$ cat config.mk
export PLATFORM = sky130hd
export DESIGN_NAME = sgc_global_control
export DESIGN_NICKNAME = d
export VERILOG_FILES = /design/src/common/sgc_pkg.sv /design/src/hdl/sgc_strap_sampler.sv /design/src/hdl/sgc_global_control.sv
export SDC_FILE = /design/constraint.sdc
export NUM_CORES = 1
export LEC_CHECK = 0
export BUFFER_PORTS_ARGS = -buffer_cell sky130_fd_sc_hd__buf_4
export CELL_PAD_IN_SITES_DETAIL_PLACEMENT = 0
export CELL_PAD_IN_SITES_GLOBAL_PLACEMENT = 2
export CORE_UTILIZATION = 29
export CTS_BUF_LIST = sky130_fd_sc_hd__clkbuf_8 sky130_fd_sc_hd__clkbuf_16
export CTS_CLUSTER_SIZE = 10
export DETAILED_ROUTE_END_ITERATION = 7
export PLACE_DENSITY_LB_ADDON = 0.1
export SYNTH_ARGS = -nofsm -noshare
export SYNTH_HDL_FRONTEND = slang
export SYNTH_SLANG_ARGS = --single-unit
$ cat constraint.sdc
create_clock -name clock -period 1.9 [get_ports clock]
set_clock_uncertainty 0.05 [all_clocks]
set_input_delay 0.095 -clock clock [delete_from_list [all_inputs] [get_ports clock]]
set_output_delay 0.095 -clock clock [all_outputs]
set_load 0.01 [all_outputs]
$ cat src/common/sgc_pkg.sv
// Constants and types shared by the switch global control block
package sgc_pkg;

    ////////////////////////////////////////////////////////////////////////////
    // Register offsets on the management register port
    localparam logic [7:0] GC1_ADDR = 8'h03;
    localparam logic [7:0] GC2_ADDR = 8'h04;

    // Field positions of global_control_one
    localparam int unsigned GC1_PASS_ALL = 7;
    localparam int unsigned GC1_FRAME_2K = 6;
    localparam int unsigned GC1_TX_PAUSE_DIS = 5;
    localparam int unsigned GC1_RX_PAUSE_DIS = 4;
    localparam int unsigned GC1_LEN_CHECK = 3;
    localparam int unsigned GC1_AGING_EN = 2;
    localparam int unsigned GC1_FAST_AGE = 1;
    localparam int unsigned GC1_AGGR_BACKOFF = 0;

    // Field positions of global_control_two
    localparam int unsigned GC2_VLAN_DISCARD = 7;
    localparam int unsigned GC2_MCAST_EXCL = 6;

    // Reset values; strap bits start at zero until the straps are loaded
    localparam logic [7:0] GC1_RESET = 8'h04;
    localparam logic [7:0] GC2_RESET = 8'hc0;
    // Only the two upper bits of the second byte are implemented
    localparam logic [7:0] GC2_MASK = 8'hc0;

    ////////////////////////////////////////////////////////////////////////////
    // Frame length limits, in bytes
    localparam logic [15:0] LEN_CHECK_LIMIT = 16'h05dc;
    localparam logic [15:0] MAX_LEN_STD = 16'h05ee;
    localparam logic [15:0] MAX_LEN_2K = 16'h0800;

    ////////////////////////////////////////////////////////////////////////////
    // Timing
    localparam longint unsigned CLK_MHZ = 64'h64;
    localparam longint unsigned FAST_AGE_US = 64'h320;
    localparam longint unsigned NORMAL_AGE_S = 64'h12c;
    localparam longint unsigned FAST_AGE_CYCLES = FAST_AGE_US * CLK_MHZ;
    localparam longint unsigned NORMAL_AGE_CYCLES = NORMAL_AGE_S * 64'hf4240 * CLK_MHZ;
    localparam int unsigned AGE_CNT_W = 36;

    ////////////////////////////////////////////////////////////////////////////
    // Frame descriptor offered for a forwarding verdict
    typedef struct packed {
        logic err;
        logic [15:0] len_type;
        logic [15:0] data_len;
        logic [15:0] frame_len;
        logic da_bcast;
        logic da_mcast;
        logic known_ucast;
        logic vlan_cross;
    } sgc_frame_t;

    typedef struct packed {
        logic drop;
        logic storm_count;
    } sgc_verdict_t;

    // Global configuration as seen by the switch core
    typedef struct packed {
        logic pass_all;
        logic frame_2k;
        logic len_check;
        logic aging_en;
        logic fast_age;
        logic aggr_backoff;
        logic vlan_discard;
        logic mcast_excl;
    } sgc_cfg_t;

    typedef enum logic [3:0] {
        SGC_SYNC0 = 4'b0001,
        SGC_SYNC1 = 4'b0010,
        SGC_LOAD = 4'b0100,
        SGC_DONE = 4'b1000
    } sgc_strap_state_t;

endpackage

$ cat src/hdl/sgc_strap_sampler.sv
// Strap pin synchroniser and one-shot loader after reset release
module sgc_strap_sampler (
    input wire logic clock,
    input wire logic reset_n,
    input wire logic pause_strap_pin,
    input wire logic backoff_strap_pin,
    output logic load_q,
    output logic pause_q,
    output logic backoff_q
);

    logic [1:0] sync1_q;
    logic [1:0] sync2_q;
    logic load_d;
    logic pause_d;
    logic backoff_d;
    sgc_pkg::sgc_strap_state_t state_q;
    sgc_pkg::sgc_strap_state_t state_d;

    ////////////////////////////////////////////////////////////////////////////
    // Wait for the synchroniser to fill, then load once
    always_comb begin
        state_d = state_q;
        load_d = 1'b0;
        pause_d = pause_q;
        backoff_d = backoff_q;
        unique case (state_q)
            sgc_pkg::SGC_SYNC0: begin
                state_d = sgc_pkg::SGC_SYNC1;
            end
            sgc_pkg::SGC_SYNC1: begin
                state_d = sgc_pkg::SGC_LOAD;
            end
            sgc_pkg::SGC_LOAD: begin
                load_d = 1'b1;
                pause_d = sync2_q[1];
                backoff_d = sync2_q[0];
                state_d = sgc_pkg::SGC_DONE;
            end
            sgc_pkg::SGC_DONE: begin
                state_d = sgc_pkg::SGC_DONE;
            end
            default: begin
                state_d = sgc_pkg::SGC_DONE;
            end
        endcase
    end

    // Reset can only hold constants, so the pins are read after release
    always_ff @(posedge clock or negedge reset_n) begin
        if (!reset_n) begin
            sync1_q <= 2'h0;
            sync2_q <= 2'h0;
            state_q <= sgc_pkg::SGC_SYNC0;
            load_q <= 1'b0;
            pause_q <= 1'b0;
            backoff_q <= 1'b0;
        end else begin
            sync1_q <= {pause_strap_pin, backoff_strap_pin};
            sync2_q <= sync1_q;
            state_q <= state_d;
            load_q <= load_d;
            pause_q <= pause_d;
            backoff_q <= backoff_d;
        end
    end

endmodule // sgc_strap_sampler

$ cat src/hdl/sgc_global_control.sv
// Global switch control registers and the decisions they steer
//
// Functional notes
// Pass-all forwards every frame, even bad, except port-VLAN crossings blocked by the fence (discard set or DA not known unicast)
// 2K frames accepted only when bit set
// Tx pause follows autoneg unless disabled
// Rx pause follows autoneg unless disabled
// One strap sets both pause-disable defaults
// Length check drops mismatches below 1500
// Address aging runs only when enabled
// Fast age uses 800us period
// Aggressive back-off for half duplex
// Back-off default follows its strap
// Port-VLAN discard blocks all boundary crossings
// Storm counting may exclude multicast frames
// Straps load into register after reset
module sgc_global_control #(
    parameter longint unsigned FAST_AGE_CYCLES = sgc_pkg::FAST_AGE_CYCLES,
    parameter longint unsigned NORMAL_AGE_CYCLES = sgc_pkg::NORMAL_AGE_CYCLES
) (
    input wire logic clock,
    input wire logic reset_n,
    input wire logic [7:0] reg_addr,
    input wire logic reg_wr,
    input wire logic reg_rd,
    input wire logic [7:0] reg_wdata,
    output logic [7:0] reg_rdata_q,
    input wire logic pause_strap_pin,
    input wire logic backoff_strap_pin,
    input wire logic an_tx_pause,
    input wire logic an_rx_pause,
    input wire logic frame_valid,
    input wire sgc_pkg::sgc_frame_t frame,
    output logic verdict_valid_q,
    output sgc_pkg::sgc_verdict_t verdict_q,
    output logic tx_flow_en_q,
    output logic rx_flow_en_q,
    output logic age_tick_q,
    output sgc_pkg::sgc_cfg_t cfg_q
);

    // Terminal counts; the aging counter runs from zero up to these
    localparam logic [sgc_pkg::AGE_CNT_W-1:0] FAST_LAST =
        sgc_pkg::AGE_CNT_W'(FAST_AGE_CYCLES - 64'h1);
    localparam logic [sgc_pkg::AGE_CNT_W-1:0] NORMAL_LAST =
        sgc_pkg::AGE_CNT_W'(NORMAL_AGE_CYCLES - 64'h1);

    // Strap loader outputs
    logic strap_load;
    logic strap_pause;
    logic strap_backoff;

    // Register bytes and read data
    logic [7:0] gc1_q;
    logic [7:0] gc1_d;
    logic [7:0] gc2_q;
    logic [7:0] gc2_d;
    logic [7:0] rdata_d;

    // Flow enables and frame verdict
    logic tx_flow_en_d;
    logic rx_flow_en_d;
    logic verdict_valid_d;
    sgc_pkg::sgc_verdict_t verdict_d;

    // Aging timer
    logic [sgc_pkg::AGE_CNT_W-1:0] age_cnt_q;
    logic [sgc_pkg::AGE_CNT_W-1:0] age_cnt_d;
    logic [sgc_pkg::AGE_CNT_W-1:0] age_last;
    logic age_fast_q;
    logic age_fast_d;
    logic age_tick_d;

    // Length field check result, used by the drop decision
    function automatic logic len_mismatch(input sgc_pkg::sgc_frame_t f);
        return (f.len_type < sgc_pkg::LEN_CHECK_LIMIT) && (f.len_type != f.data_len);
    endfunction

    // Size limit depends on the 2K enable
    function automatic logic too_long(input sgc_pkg::sgc_frame_t f, input logic en_2k);
        logic [15:0] limit;
        limit = en_2k ? sgc_pkg::MAX_LEN_2K : sgc_pkg::MAX_LEN_STD;
        return f.frame_len > limit;
    endfunction

    // Write decode, shared by both register bytes
    function automatic logic wr_hit(input logic wr, input logic [7:0] addr, input logic [7:0] target);
        return wr && (addr == target);
    endfunction

    sgc_strap_sampler u_strap (
        .clock(clock),
        .reset_n(reset_n),
        .pause_strap_pin(pause_strap_pin),
        .backoff_strap_pin(backoff_strap_pin),
        .load_q(strap_load),
        .pause_q(strap_pause),
        .backoff_q(strap_backoff)
    );

    ////////////////////////////////////////////////////////////////////////////
    // Register file
    always_comb begin
        gc1_d = gc1_q;
        gc2_d = gc2_q;
        rdata_d = reg_rdata_q;
        if (strap_load) begin
            // Straps only seed the defaults; later writes overwrite freely
            gc1_d[sgc_pkg::GC1_TX_PAUSE_DIS] = strap_pause;
            gc1_d[sgc_pkg::GC1_RX_PAUSE_DIS] = strap_pause;
            gc1_d[sgc_pkg::GC1_AGGR_BACKOFF] = strap_backoff;
        end else if (wr_hit(reg_wr, reg_addr, sgc_pkg::GC1_ADDR)) begin
            gc1_d = reg_wdata;
        end else if (wr_hit(reg_wr, reg_addr, sgc_pkg::GC2_ADDR)) begin
            gc2_d = reg_wdata & sgc_pkg::GC2_MASK;
        end
        // Reads see the byte as it stood before a same-cycle write
        if (reg_rd) begin
            // Unmapped offsets read as zero
            unique case (reg_addr)
                sgc_pkg::GC1_ADDR: rdata_d = gc1_q;
                sgc_pkg::GC2_ADDR: rdata_d = gc2_q;
                default: rdata_d = 8'h00;
            endcase
        end
    end

    always_ff @(posedge clock or negedge reset_n) begin
        if (!reset_n) begin
            gc1_q <= sgc_pkg::GC1_RESET;
            gc2_q <= sgc_pkg::GC2_RESET;
            reg_rdata_q <= 8'h00;
        end else begin
            gc1_q <= gc1_d;
            gc2_q <= gc2_d;
            reg_rdata_q <= rdata_d;
        end
    end

    // Configuration leaves straight from the register flops
    assign cfg_q.pass_all = gc1_q[sgc_pkg::GC1_PASS_ALL];
    assign cfg_q.frame_2k = gc1_q[sgc_pkg::GC1_FRAME_2K];
    assign cfg_q.len_check = gc1_q[sgc_pkg::GC1_LEN_CHECK];
    assign cfg_q.aging_en = gc1_q[sgc_pkg::GC1_AGING_EN];
    assign cfg_q.fast_age = gc1_q[sgc_pkg::GC1_FAST_AGE];
    assign cfg_q.aggr_backoff = gc1_q[sgc_pkg::GC1_AGGR_BACKOFF];
    assign cfg_q.vlan_discard = gc2_q[sgc_pkg::GC2_VLAN_DISCARD];
    assign cfg_q.mcast_excl = gc2_q[sgc_pkg::GC2_MCAST_EXCL];

    ////////////////////////////////////////////////////////////////////////////
    // Flow control enables and frame verdicts
    always_comb begin
        tx_flow_en_d = an_tx_pause && !gc1_q[sgc_pkg::GC1_TX_PAUSE_DIS];
        rx_flow_en_d = an_rx_pause && !gc1_q[sgc_pkg::GC1_RX_PAUSE_DIS];
        verdict_valid_d = frame_valid;
        verdict_d.drop = 1'b0;
        verdict_d.storm_count = 1'b0;
        if (frame_valid) begin
            // Port-VLAN fence holds even in pass-all, which lets bad, oversize and length-mismatched frames by
            if (frame.vlan_cross &&
                    (gc2_q[sgc_pkg::GC2_VLAN_DISCARD] || !frame.known_ucast)) begin
                verdict_d.drop = 1'b1;
            end else if (!gc1_q[sgc_pkg::GC1_PASS_ALL]) begin
                if (frame.err) begin
                    verdict_d.drop = 1'b1;
                end
                if (too_long(frame, gc1_q[sgc_pkg::GC1_FRAME_2K])) begin
                    verdict_d.drop = 1'b1;
                end
                if (gc1_q[sgc_pkg::GC1_LEN_CHECK] && len_mismatch(frame)) begin
                    verdict_d.drop = 1'b1;
                end
            end
            // Storm counting sees every offered frame, dropped or not
            verdict_d.storm_count = frame.da_bcast ||
                (frame.da_mcast && !gc2_q[sgc_pkg::GC2_MCAST_EXCL]);
        end
    end

    always_ff @(posedge clock or negedge reset_n) begin
        if (!reset_n) begin
            tx_flow_en_q <= 1'b0;
            rx_flow_en_q <= 1'b0;
            verdict_valid_q <= 1'b0;
            verdict_q <= '0;
        end else begin
            tx_flow_en_q <= tx_flow_en_d;
            rx_flow_en_q <= rx_flow_en_d;
            verdict_valid_q <= verdict_valid_d;
            verdict_q <= verdict_d;
        end
    end

    ////////////////////////////////////////////////////////////////////////////
    // Aging period timer
    always_comb begin
        age_fast_d = gc1_q[sgc_pkg::GC1_FAST_AGE];
        age_last = age_fast_q ? FAST_LAST : NORMAL_LAST;
        age_tick_d = 1'b0;
        age_cnt_d = age_cnt_q + 1'b1;
        if (!gc1_q[sgc_pkg::GC1_AGING_EN]) begin
            // Parked at zero, so re-enabling always starts a full period
            age_cnt_d = '0;
        end else if (age_fast_d != age_fast_q) begin
            // Restart on a period change so no stretched or cut period leaks out
            age_cnt_d = '0;
        end else if (age_cnt_q == age_last) begin
            age_cnt_d = '0;
            age_tick_d = 1'b1;
        end
    end

    always_ff @(posedge clock or negedge reset_n) begin
        if (!reset_n) begin
            age_cnt_q <= '0;
            age_fast_q <= 1'b0;
            age_tick_q <= 1'b0;
        end else begin
            age_cnt_q <= age_cnt_d;
            age_fast_q <= age_fast_d;
            age_tick_q <= age_tick_d;
        end
    end

endmodule // sgc_global_control

==> metrics.md, run 1 <==
| Metric | Value |
|---|---|
| Top cells by area, synth | sky130_fd_sc_hd__dfrtp_1 (45%), sky130_fd_sc_hd__xor2_1 (6.0%), sky130_fd_sc_hd__xnor2_1 (4.6%), sky130_fd_sc_hd__nor2_1 (3.8%), sky130_fd_sc_hd__ha_1 (3.3%) |
| CTS Root Buffer Type | sky130_fd_sc_hd__clkbuf_16 |
| Effective utilization at floorplan | 29.9% |
| Total inserted antenna cells | 0 |
| Crit path setup slack, layout | -11.6 ps |
| Fraction of post-synthesis cell area in the top cell type by area | between 40% and 50% |
| Total placed cells including tap cells | 672 |
| Power share of the sequential group | 42.2% |
| Detailed-route wire length | 10.8 mm |
| CP endpoint kind | flip-flop |
| Relative contribution of the clock network to total power | between 40% and 50% |
| Power Density | 659 mW/mm² |
| Endpoint required time on the critical path | 2120 ps |
| Deepest level of the CTS H-tree | 3 |
| Most common cell in the synthesized netlist | sky130_fd_sc_hd__dfrtp_1 |
| CTS tree | built |
| Number of max-slew violations in the final report | 0 |
| Global-route wire length before repair | 16.8 mm |
| Worst slew slack as a fraction of its limit | 66.3% |
| Max-capacitance violation count | 0 |
| Post-layout utilization of the core | 44.8% |
| Die width | 117 µm |
| Fraction of synthesis flops using an asynchronous set or reset pin | 100% |
| LEAKAGE | 0.00252 µW |
| Minimum clock period after layout | 1910 ps |
| Switch share | between 20% and 30% |
| Pin count of the biggest net entering global routing | 38 |
| Total DRC errors in the routed layout | 0 |
| Antenna violations before repair | 0 |
| Synth warn | 0 |
| Highest fanout seen on the critical path | 6 |
| Number of endpoints with negative hold slack in the final report | 0 |
| Inserted Clock Buffers | 9 |
| Highest clock rate | 523 MHz |
| Final estimated routing congestion in global placement | 0.734 |
| Launch instance of the worst min-delay path | frame[52] |
| Netlist cell types | 48 |
| Placed wire-length estimate | around 8.1 mm |
| Placeable core area | 0.0127 mm² |
| Worst setup path startpoint | age_cnt_q[9] |
| Mean instance size in the synthesized netlist | around 10 µm² |
| Commonest cells in the netlist | sky130_fd_sc_hd__dfrtp_1 (68), sky130_fd_sc_hd__nor2_1 (39), sky130_fd_sc_hd__xor2_1 (26) |
| Number of DRC markers in iteration 0 | 113 |
| Violated checks | setup timing |
| Io pins | 100 |
| Number of iterations in the first detailed-routing pass | 4 |
| Number of global-route vias before repair | between 3,000 and 4,000 |
| Placement row count | 41 |
| Class of the tightest hold or removal check | in2reg |
| Transition time of the tightest slew-check pin | 505 ps |
| Final number of setup-violating endpoints | 1 |
| Worst hold slack across all endpoints | around 17 ps |
| Congestion Overflow GR | 0 |
| Clock net sink count | between 70 and 80 |
| Synth-to-layout area growth | 49.8% |
| Origin of the critical flop-to-flop path | age_cnt_q[9] |
| Average routed wire per standard cell | ~15 µm |
| GRT Resource Usage Total | 16.4% |
| Flops & latches, synth | 72 |
| VDD IR-drop max | between 400 and 500 µV |
| Chip Height | 117 µm |
| Internal | 2850 µW |
| Setup TNS after final layout | -11.6 ps |
| RSZ-0062 raised after global routing | yes |
| Gr busiest metal | met2 |
| Synth Cell Area | 0.00381 mm² |
| Via count of the routed design | 3,312 |
| Share of synthesized area occupied by flip-flops and latches | 47.5% |
| Register clock-pin slew on the reported worst setup and hold paths | approximately 60 ps |
| Final Instance Count excl. Fillers | just over 700 |
| Post-layout nets | 622 |
| Global routing met2 resource utilization | between 20% and 30% |
| Number of synthesized flops with an enable pin | 0 |
| Arrival time of the worst setup path | approximately 2100 ps |
| Crit start category | flip-flop |
| Most used DFF post-synth | sky130_fd_sc_hd__dfrtp_1 |
| Number of nets produced by synthesis | about 470 |
| Maximum number of buffers from clock root to sink | 2 |
| M3 GR Usage | 3.43% |
| Post-route antenna net violation count | 0 |
| Cell taking the most area after synthesis | sky130_fd_sc_hd__dfrtp_1 |
| Final period utilization | 101% |
| Fraction of layout cells with a size suffix above 1 | 39.3% |
| Logic gate share of total power | 11.3% |
| Net switching power of the design | 910 µW |
| Run status | complete, but fails checks |
| Critical setup path kind | reg2reg |
| Number of instances in the synthesized netlist | about 380 |
| Input/output buffers | 99 |
| Die ar. | 0.0136 mm² |
| Total Power | 3760 µW |
| Routed vias/inst | 4.66 |
| Met1 Use GR | 21.1% |
| Later-pin clock latency in the skew report | around 340 ps |
[area by class of cell]
class                           count  area [µm²]
Sequential cell                    72        1810
Fill cell                        1298        7020
Inverter                           14        52.6
Tap cell                          172         215
Timing Repair Buffer              164        1330
Multi-Input combinational cell    273        1990
Clock inverter                      7        81.3
Clock buffer                        9         225
[per-stage QoR]
stage,setup slack [ps],cell area [µm²]
floorplan,-21.4,3830
global placement,-7.89,5030
detailed placement,-7.40,5030
CTS,3.41,5490
global route,-83.4,5700
finish,-11.6,5700
[metal layers]
layer	wire length, µm	up-vias
met1	4930	1572
met3	474	9
met2	5230	66
met5	0	-
met4	130	0
li1	-	1665
[flip-flops by register name (all words and copies together), names as in the netlist]
| name | count |
|---|---|
| gc1_q | 8 |
| age_fast_q | 1 |
| age_cnt_q | 36 |
| reg_rdata_q | 8 |
| verdict_valid_q | 1 |
| tx_flow_en_q | 1 |
| rx_flow_en_q | 1 |
| u_strap.pause_q | 1 |
| u_strap.sync1_q | 2 |
| verdict_q | 2 |
| u_strap.backoff_q | 1 |
| age_tick_q | 1 |
| u_strap.state_q | 4 |
| u_strap.sync2_q | 2 |
| u_strap.load_q | 1 |
| gc2_q | 2 |
[path summary, 6_finish.rpt]
kind | slack, ps | cells past startpoint | to
worst max-delay path | -10 | 5 | age_cnt_q[35]
min in group asynchronous | 210 | 2 | age_cnt_q[27]
worst min-delay path | 20 | 3 | verdict_q[1]
worst min register to register | 310 | 0 | u_strap.sync2_q[0]
worst max register to register | -10 | 5 | age_cnt_q[35]
max in group asynchronous | 970 | 3 | gc1_q[2]
[cell usage in the layout (no fill, tap or decap), types with 7 or more instances in the layout]
| cell | synthesis | routed |
|---|---|---|
| sky130_fd_sc_hd__buf_4 | 6 | 144 |
| sky130_fd_sc_hd__dfrtp_1 | 68 | 67 |
| sky130_fd_sc_hd__nor2_1 | 39 | 34 |
| sky130_fd_sc_hd__xor2_1 | 26 | 26 |
| sky130_fd_sc_hd__nand2_1 | 24 | 24 |
| sky130_fd_sc_hd__nand3_1 | 21 | 21 |
| sky130_fd_sc_hd__xnor2_1 | 20 | 20 |
| sky130_fd_sc_hd__inv_1 | 14 | 14 |
| sky130_fd_sc_hd__dlygate4sd3_1 | 0 | 14 |
| sky130_fd_sc_hd__o21ai_0 | 11 | 11 |
| sky130_fd_sc_hd__nor4_1 | 17 | 11 |
| sky130_fd_sc_hd__clkbuf_16 | 0 | 10 |
| sky130_fd_sc_hd__ha_1 | 10 | 9 |
| sky130_fd_sc_hd__nand4_1 | 8 | 8 |
| sky130_fd_sc_hd__nor3_1 | 8 | 8 |
| sky130_fd_sc_hd__mux2_2 | 8 | 8 |
| sky130_fd_sc_hd__a21oi_1 | 10 | 7 |
[repair_timing]
action,CTS,global route
resized for setup,5,26
hold endpoints to repair,50,0
buffers inserted,1,6
pin swaps,0,17
gates cloned,0,2
hold buffers,14,0
endpoints found under the setup margin,4,36
[worst max-delay path: stages, from the launching register on]
cell and delay (ps):
sky130_fd_sc_hd__dfrtp_1 410, sky130_fd_sc_hd__and4_4 270, sky130_fd_sc_hd__nand4_4 100, sky130_fd_sc_hd__or3_4 450, sky130_fd_sc_hd__or4_4 430, sky130_fd_sc_hd__a21oi_2 130
[power groups by stage]
stage          registers [µW]  clock network, µW  logic [µW]
6_report                 1590               1750         425
5_1_grt                  1590               1880         472
4_1_cts                  1590               1800         407
3_5_place_dp             1610                  0         382
3_3_place_gp             1610                  0         376
2_1_floorplan            1610                  0         137
[kinds of logic after synthesis]
family	synth area share (%)
XOR/XNOR	10.6
AO/OA/AOI/OAI	6.41
flip-flops	47.5
buffers and inverters	4.04
other	0.0985
adder cells (fa/ha/maj)	3.29
multiplexers	3.16
AND/OR/NAND/NOR	25.0
Note: power is estimated with default switching activity, not from simulation.
==> inputs of run 2 (changes only) <==
--- a/config.mk
+++ b/config.mk
@@ -5,13 +5,12 @@
 export SDC_FILE = /design/constraint.sdc
 export NUM_CORES = 1
 export LEC_CHECK = 0
-export BUFFER_PORTS_ARGS = -buffer_cell sky130_fd_sc_hd__buf_4
 export CELL_PAD_IN_SITES_DETAIL_PLACEMENT = 0
 export CELL_PAD_IN_SITES_GLOBAL_PLACEMENT = 2
-export CORE_UTILIZATION = 29
-export CTS_BUF_LIST = sky130_fd_sc_hd__clkbuf_8 sky130_fd_sc_hd__clkbuf_16
+export CORE_UTILIZATION = 35
 export CTS_CLUSTER_SIZE = 10
 export DETAILED_ROUTE_END_ITERATION = 7
+export DONT_BUFFER_PORTS = 1
 export PLACE_DENSITY_LB_ADDON = 0.1
 export SYNTH_ARGS = -nofsm -noshare
 export SYNTH_HDL_FRONTEND = slang
==> run 2 against run 1 <==
Compared with the run above:
- the flow now finishes without violations
- highest routed layer unchanged
- clock power shrank 21%
- core utilization grew 2.6 points
- routed wire length shrank 15%
- largest cell class unchanged
- die area shrank 17%
- cell count shrank 17%
- sequential share of layout area grew 4.9 points
- fmax grew 0.68%
- sequential cell count is the same
- sequential power is essentially flat
==> metrics.md, run 2 (same netlist as run 1, synthesis figures left out) <==
| Metric | Value |
|---|---|
| Run status | completed |
| Class of the tightest hold or removal check | in2reg |
| LEAKAGE | 0.00206 µW (-18%) |
| Internal | 2450 µW (-14%) |
| Post-layout nets | 538 (-14%) |
| Filler cell count | 1,023 (-21%) |
| Io pins | 100 (unchanged) |
| Post-route antenna net violation count | 0 (unchanged) |
| Die ar. | 0.0113 mm² (-17%) |
| Buffers & Inverters on Critical Path | 2 (+2) |
| Placement row count | 37 (-9.8%) |
| Power Density | 656 mW/mm² (-0.48%) |
| Origin of the critical flop-to-flop path | age_cnt_q[12] |
| Largest registers ranked by flip-flop count | age_cnt_q x36, gc1_q x8, reg_rdata_q x8 |
| Pin count of the biggest net entering global routing | 73 (+92%) |
| Arrival time of the worst setup path | 2100 ps (-30 ps) |
| Routed vias/inst | 5.02 (+7.7%) |
| Largest register FFs | 36 (unchanged) |
| Crit start category | flip-flop |
| Detailed-route wire length | 9.13 mm (-15%) |
| Input/output buffers | 0 (-100%) |
| Hold-critical path depth | 4 (+1) |
| Inserted Clock Buffers | 9 (unchanged) |
| RR Endpoint | age_cnt_q[13] |
| Reg2reg path depth | 7 (+2) |
| Cell type group with the largest total delay on the critical path | compound AO/OA/AOI/OAI gates |
| Relative contribution of the clock network to total power | 43.0% (-3.5 points) |
| VDD IR-drop max | 391 µV (-11%) |
| Worst slew slack as a fraction of its limit | 66.5% (+0.18 points) |
| Later-pin clock latency in the skew report | 350 ps (about the same) |
| Worst hold slack across all endpoints | 58.7 ps (+41.8 ps) |
| Fraction of layout cells with a size suffix above 1 | 26.2% (-13 points) |
| CTS tree | built |
| Post-layout utilization of the core | 47.4% (+2.6 points) |
| Crit path setup slack, layout | 1.30 ps (+12.9 ps) |
| CP endpoint kind | flip-flop |
| Critical Path Slowest Stage Cell | sky130_fd_sc_hd__dfrtp_1 |
| Total DRC errors in the routed layout | 0 (unchanged) |
| RSZ-0062 raised after global routing | yes |
| Register clock-pin slew on the reported worst setup and hold paths | 90 ps (+30 ps) |
| Total inserted antenna cells | 0 (unchanged) |
| Number of global-route vias before repair | 2,944 (-11%) |
| Average routed wire per standard cell | 15.4 µm (+1.9%) |
| Power share of the sequential group | 49.2% (+7.0 points) |
| Endpoint required time on the critical path | 2100 ps (-20 ps) |
| Commonest cells after routing, fill and taps aside | sky130_fd_sc_hd__dfrtp_1 (67), sky130_fd_sc_hd__buf_4 (53), sky130_fd_sc_hd__nor2_1 (28) |
| Highest clock rate | 527 MHz (+0.68%) |
| Clock net sink count | 72 (unchanged) |
| Critical setup path kind | reg2reg |
| Placeable core area | 0.0104 mm² (-18%) |
| Chip Height | 106 µm (-8.8%) |
| Worst reg2reg setup slack | 1 ps (about the same) |
| Global-route wire length before repair | 14.9 mm (-11%) |
| Final estimated routing congestion in global placement | 0.751 (+2.3%) |
| Max-capacitance violation count | 0 (unchanged) |
| Number of max-slew violations in the final report | 0 (unchanged) |
| Synth-to-layout area growth | 29.7% |
| Final period utilization | 99.9% (-0.68 points) |
| Number of iterations in the first detailed-routing pass | 4 (unchanged) |
| Effective utilization at floorplan | 36.5% (+6.6 points) |
| Deepest level of the CTS H-tree | 3 (unchanged) |
| Placed wire-length estimate | 6.49 mm (-20%) |
| GRT Resource Usage Total | 17.1% (+0.68 points) |
| Number of endpoints with negative hold slack in the final report | 0 (unchanged) |
| Net switching power of the design | 789 µW (-13%) |
| Worst path max stage delay | 400 ps (-50 ps) |
| Die width | 106 µm (-8.8%) |
| Logic depth of the worst path, buffers included | 7 (+2) |
| Critical Path, Cell by Cell | buf_4, nor4bb_2, nand3_1, a211oi_2, a31o_4, clkbuf_16, nor2_1 |
| Highest fanout seen on the critical path | 5 (-1) |
| Transition time of the tightest slew-check pin | 501 ps (-4.42 ps) |
| Most flops, register | age_cnt_q |
| Maximum number of buffers from clock root to sink | 2 (unchanged) |
| Switch share | 24.4% (+0.14 points) |
| Launch instance of the worst min-delay path | reg_addr[7] |
| Via count of the routed design | 2,964 (-11%) |
| Commonest non-fill, non-tap cell in the layout | sky130_fd_sc_hd__dfrtp_1 |
| Congestion Overflow GR | 0 (unchanged) |
| Logic gate share of total power | 7.8% (-3.5 points) |
| Worst Hold End | reg_rdata_q[4] |
| Setup TNS after final layout | 0 ps (+11.6 ps) |
| Minimum clock period after layout | 1900 ps (-12.9 ps) |
| Pre-CTS setup slack | -28.3 ps (-20.9 ps) |
| Final number of setup-violating endpoints | 0 (-1) |
| Number of DRC markers in iteration 0 | 86 (-24%) |
| Antenna violations before repair | 0 (unchanged) |
| CTS Root Buffer Type | sky130_fd_sc_hd__clkbuf_8 |
## run 2: changes by cell type in the layout (fill, tap and decap cells not counted), moves of 3 or more
cell	change
sky130_fd_sc_hd__clkbuf_16	-9
sky130_fd_sc_hd__nor2_4	-3
sky130_fd_sc_hd__nor4_2	-5
sky130_fd_sc_hd__nor2_1	-6
sky130_fd_sc_hd__inv_6	-4
sky130_fd_sc_hd__clkbuf_8	+9
sky130_fd_sc_hd__nor2_2	+9
sky130_fd_sc_hd__nor4_1	+6
sky130_fd_sc_hd__buf_4	-91
sky130_fd_sc_hd__dlygate4sd3_1	+7
## run 2: metrics by stage
step                      power [µW]  area (µm²)  instances
after floorplan                 1750        3830        378
after global placement          1780        4250        541
after detailed placement        1790        4250        541
after CTS                       3270        4780        587
after global routing            3390        4930        591
final                           3240        4930        591
## run 2: worst min-delay path, cell delays in order
cell                      delay [ps]
sky130_fd_sc_hd__nor4_4           20
sky130_fd_sc_hd__buf_4           160
sky130_fd_sc_hd__nand3_1          80
sky130_fd_sc_hd__o21ai_0          70
## run 2: power by group through the flow
stage	clock network (µW)	logic, µW	registers, µW
after detailed placement	0	160	1630
after CTS	1430	240	1600
final	1390	253	1590
after floorplan	0	137	1610
after global placement	0	156	1620
after global routing	1500	288	1600
## run 2: routing by layer
metal  GRT usage (%)  part of all wire (%)
met5               0                     0
met2            26.2                    46
met1            23.8                    47
met3            3.80                   5.1
met4            5.95                   1.3
## run 2: what timing repair did
action                                 4_1_cts  5_1_grt
hold buffers                                22        0
pin swaps                                    4       11
endpoints found under the hold margin       97        0
setup buffers                                8        2
gates resized for setup                      5       24
gates cloned                                 0        2
setup endpoints to repair                    4       36
## run 2: layout make-up
cell class | instances | area [µm²] | share of cell area, %
Tap cell | 136 | 170 | 3.45
Sequential cell | 72 | 1810 | 36.6
Timing Repair Buffer | 80 | 718 | 14.6
Clock inverter | 7 | 103 | 2.08
Clock buffer | 9 | 124 | 2.51
Multi-Input combinational cell | 273 | 1960 | 39.7
Inverter | 14 | 52.6 | 1.06
## run 2: worst max-delay path by stage
stage | endpoint | startpoint
6_report | age_cnt_q[13] | age_cnt_q[12]
5_1_grt | age_cnt_q[16] | age_cnt_q[35]
4_1_cts | age_cnt_q[35] | age_cnt_q[10]
3_5_place_dp | age_cnt_q[35] | age_cnt_q[8]
3_3_place_gp | age_cnt_q[35] | age_cnt_q[8]
2_1_floorplan | gc1_q[1] | reg_addr[6]
==> inputs of run 3 (changes only) <==
--- a/config.mk
+++ b/config.mk
@@ -5,13 +5,10 @@
 export SDC_FILE = /design/constraint.sdc
 export NUM_CORES = 1
 export LEC_CHECK = 0
-export CELL_PAD_IN_SITES_DETAIL_PLACEMENT = 0
-export CELL_PAD_IN_SITES_GLOBAL_PLACEMENT = 2
-export CORE_UTILIZATION = 35
+export CORE_UTILIZATION = 31
 export CTS_CLUSTER_SIZE = 10
 export DETAILED_ROUTE_END_ITERATION = 7
 export DONT_BUFFER_PORTS = 1
-export PLACE_DENSITY_LB_ADDON = 0.1
 export SYNTH_ARGS = -nofsm -noshare
 export SYNTH_HDL_FRONTEND = slang
 export SYNTH_SLANG_ARGS = --single-unit
==> run 3 against run 2 <==
Compared with the run above:
- core utilization shrank 7.2 points
- total power increased by 13%
- register-to-register slack better by 20 ps
- first-iteration DRC count is 79% higher
- sequential power is essentially flat
- sequential cell count did not move
- global-route usage shrank 3.0 points
- combinational power shrank 5%
- die area up 13%
- clock power increased by 32%
- cell area decreased by 2.2%
- worst hold slack got worse by 29 ps
- critical endpoint is now age_cnt_q[3]
- largest power group is now the clock network
==> metrics.md, run 3 (same netlist as run 1, synthesis figures left out) <==
| Metric | Value |
|---|---|
| Worst reg2reg setup slack | 20 ps (+20 ps) |
| Arrival time of the worst setup path | 2050 ps (-50 ps) |
| Class of the tightest hold or removal check | in2reg |
| Placed wire-length estimate | 6.32 mm (-2.7%) |
| Crit start category | flip-flop |
| RR Endpoint | age_cnt_q[3] |
| Deepest level of the CTS H-tree | 3 (unchanged) |
| Final number of setup-violating endpoints | 0 (unchanged) |
| Highest clock rate | 532 MHz (+1.0%) |
| Number of global-route vias before repair | 3,001 (+1.9%) |
| Largest register FFs | 36 (unchanged) |
| Number of DRC markers in iteration 0 | 154 (+79%) |
| Highest fanout seen on the critical path | 25 (+20) |
| Effective utilization at floorplan | 31.7% (-4.9 points) |
| Logic gate share of total power | 6.6% (-1.2 points) |
| Worst setup path startpoint | age_fast_q |
| Pre-CTS setup slack | -3.75 ps (+24.6 ps) |
| Final period utilization | 98.9% (-0.99 points) |
| Commonest cells after routing, fill and taps aside | sky130_fd_sc_hd__dfrtp_1 (67), sky130_fd_sc_hd__nor2_1 (39), sky130_fd_sc_hd__buf_4 (35) |
| Final estimated routing congestion in global placement | 0.780 (+3.9%) |
| Power share of the sequential group | 43.6% (-5.6 points) |
| CP endpoint kind | flip-flop |
| Post-layout nets | 516 (-4.1%) |
| Hold-critical path depth | 3 (-1) |
| Worst slew slack as a fraction of its limit | 54.9% (-12 points) |
| Largest registers ranked by flip-flop count | age_cnt_q x36, gc1_q x8, reg_rdata_q x8 |
| Relative contribution of the clock network to total power | 49.8% (+6.8 points) |
| Io pins | 100 (unchanged) |
| Fraction of layout cells with a size suffix above 1 | 20.8% (-5.4 points) |
| Synth-to-layout area growth | 26.9% |
| Minimum clock period after layout | 1880 ps (-18.7 ps) |
| Register clock-pin slew on the reported worst setup and hold paths | 60 ps (-30 ps) |
| Net switching power of the design | 822 µW (+4.1%) |
| Setup TNS after final layout | 0 ps (unchanged) |
| LEAKAGE | 0.00197 µW (-4.5%) |
| Via count of the routed design | 2,989 (+0.84%) |
| Origin of the critical flop-to-flop path | age_fast_q |
| RSZ-0062 raised after global routing | yes |
| Number of max-slew violations in the final report | 0 (unchanged) |
| Maximum number of buffers from clock root to sink | 2 (unchanged) |
| Input/output buffers | 0 (unchanged) |
| Final Instance Count excl. Fillers | 580 (-1.9%) |
| Total DRC errors in the routed layout | 0 (unchanged) |
| Max-capacitance violation count | 0 (unchanged) |
| Later-pin clock latency in the skew report | 340 ps (about the same) |
| Switch share | 22.4% (-1.9 points) |
| Detailed-route wire length | 8.90 mm (-2.5%) |
| Crit path setup slack, layout | 20.0 ps (+18.7 ps) |
| Post-route antenna net violation count | 0 (unchanged) |
| Global-route wire length before repair | 14.3 mm (-3.7%) |
| Die width | 113 µm (+6.1%) |
| Placement row count | 40 (+8.1%) |
| Reg2reg path depth | 6 (-1) |
| Transition time of the tightest slew-check pin | 667 ps (+166 ps) |
| Pin count of the biggest net entering global routing | 73 (unchanged) |
| Routed vias/inst | 5.15 (+2.8%) |
| Total placed cells including tap cells | 539 (-0.37%) |
| Power Density | 759 mW/mm² (+16%) |
| Endpoint required time on the critical path | 2070 ps (-30 ps) |
| Number of iterations in the first detailed-routing pass | 4 (unchanged) |
| Total inserted antenna cells | 0 (unchanged) |
| Number of endpoints with negative hold slack in the final report | 0 (unchanged) |
| Worst Hold End | verdict_q[1] |
| VDD IR-drop max | 414 µV (+6.0%) |
| Post-layout utilization of the core | 40.2% (-7.2 points) |
| Congestion Overflow GR | 0 (unchanged) |
| Commonest non-fill, non-tap cell in the layout | sky130_fd_sc_hd__dfrtp_1 |
| Launch instance of the worst min-delay path | frame[17] |
| Placeable core area | 0.0120 mm² (+15%) |
| Internal | 2840 µW (+16%) |
| Chip Height | 113 µm (+6.1%) |
| GRT Resource Usage Total | 14.1% (-3.0 points) |
| Clock net sink count | 72 (unchanged) |
| CTS tree | built |
| Inserted Clock Buffers | 9 (unchanged) |
| Die ar. | 0.0127 mm² (+13%) |
| Average routed wire per standard cell | 15.3 µm (-0.66%) |
| Antenna violations before repair | 0 (unchanged) |
| Run status | completed |
| CTS Root Buffer Type | sky130_fd_sc_hd__clkbuf_16 |
| Most flops, register | age_cnt_q |
| Critical setup path kind | reg2reg |
[run 3: how the worst max path moves through the flow]
stage	slack, ps	cells after the start	endpoint
after floorplan	-20	5	gc1_q[1]
after global placement	30	6	age_cnt_q[34]
after detailed placement	-4	7	age_cnt_q[17]
after CTS	5	5	age_cnt_q[35]
after global routing	-80	6	age_cnt_q[34]
final	20	6	age_cnt_q[3]
[run 3: layout make-up]
type,count,area [µm²]
Sequential cell,72,1810
Tap cell,147,184
Clock buffer,10,229
Fill cell,1125,7180
Inverter,14,52.6
Multi-Input combinational cell,273,1930
Timing Repair Buffer,58,532
Clock inverter,6,92.6
[run 3: power by group through the flow]
| stage | Clock, µW | Sequential (µW) | Combinational, µW |
|---|---|---|---|
| 2_1_floorplan | 0 | 1610 | 137 |
| 3_3_place_gp | 0 | 1620 | 152 |
| 3_5_place_dp | 0 | 1620 | 160 |
| 4_1_cts | 1870 | 1600 | 237 |
| 5_1_grt | 1930 | 1600 | 272 |
| 6_report | 1830 | 1600 | 240 |
[run 3: metrics by stage]
stage	hold WS (ps)	instance area (µm²)	total power (µW)
final	29.6	4830	3660
after global routing	35.1	4830	3800
after CTS	18.8	4720	3710
after detailed placement	-249	4170	1780
after global placement	-248	4170	1780
after floorplan	-251	3830	1750
[run 3: routing by layer]
metal	GRT usage [%]	wire length, µm	part of all wire, %
met1	18.0	4050	45
met5	0	0	0
met4	6.93	150	1.7
met2	23.2	4410	50
met3	2.52	294	3.3
[run 3: critical path: stages, from the launching register on]
cell	delay (ps)
sky130_fd_sc_hd__dfrtp_2	460
sky130_fd_sc_hd__nor4bb_1	360
sky130_fd_sc_hd__nand3_1	140
sky130_fd_sc_hd__a211oi_2	280
sky130_fd_sc_hd__a31o_2	230
sky130_fd_sc_hd__buf_12	180
sky130_fd_sc_hd__nor2_1	70
[run 3: timing repair]
item                                    4_1_cts  5_1_grt
endpoints found under the setup margin        9       36
hold buffers                                 20        0
endpoints found under the hold margin        97        0
resized for setup                             1       18
buffers inserted                              0        5
pin swaps                                     0        3
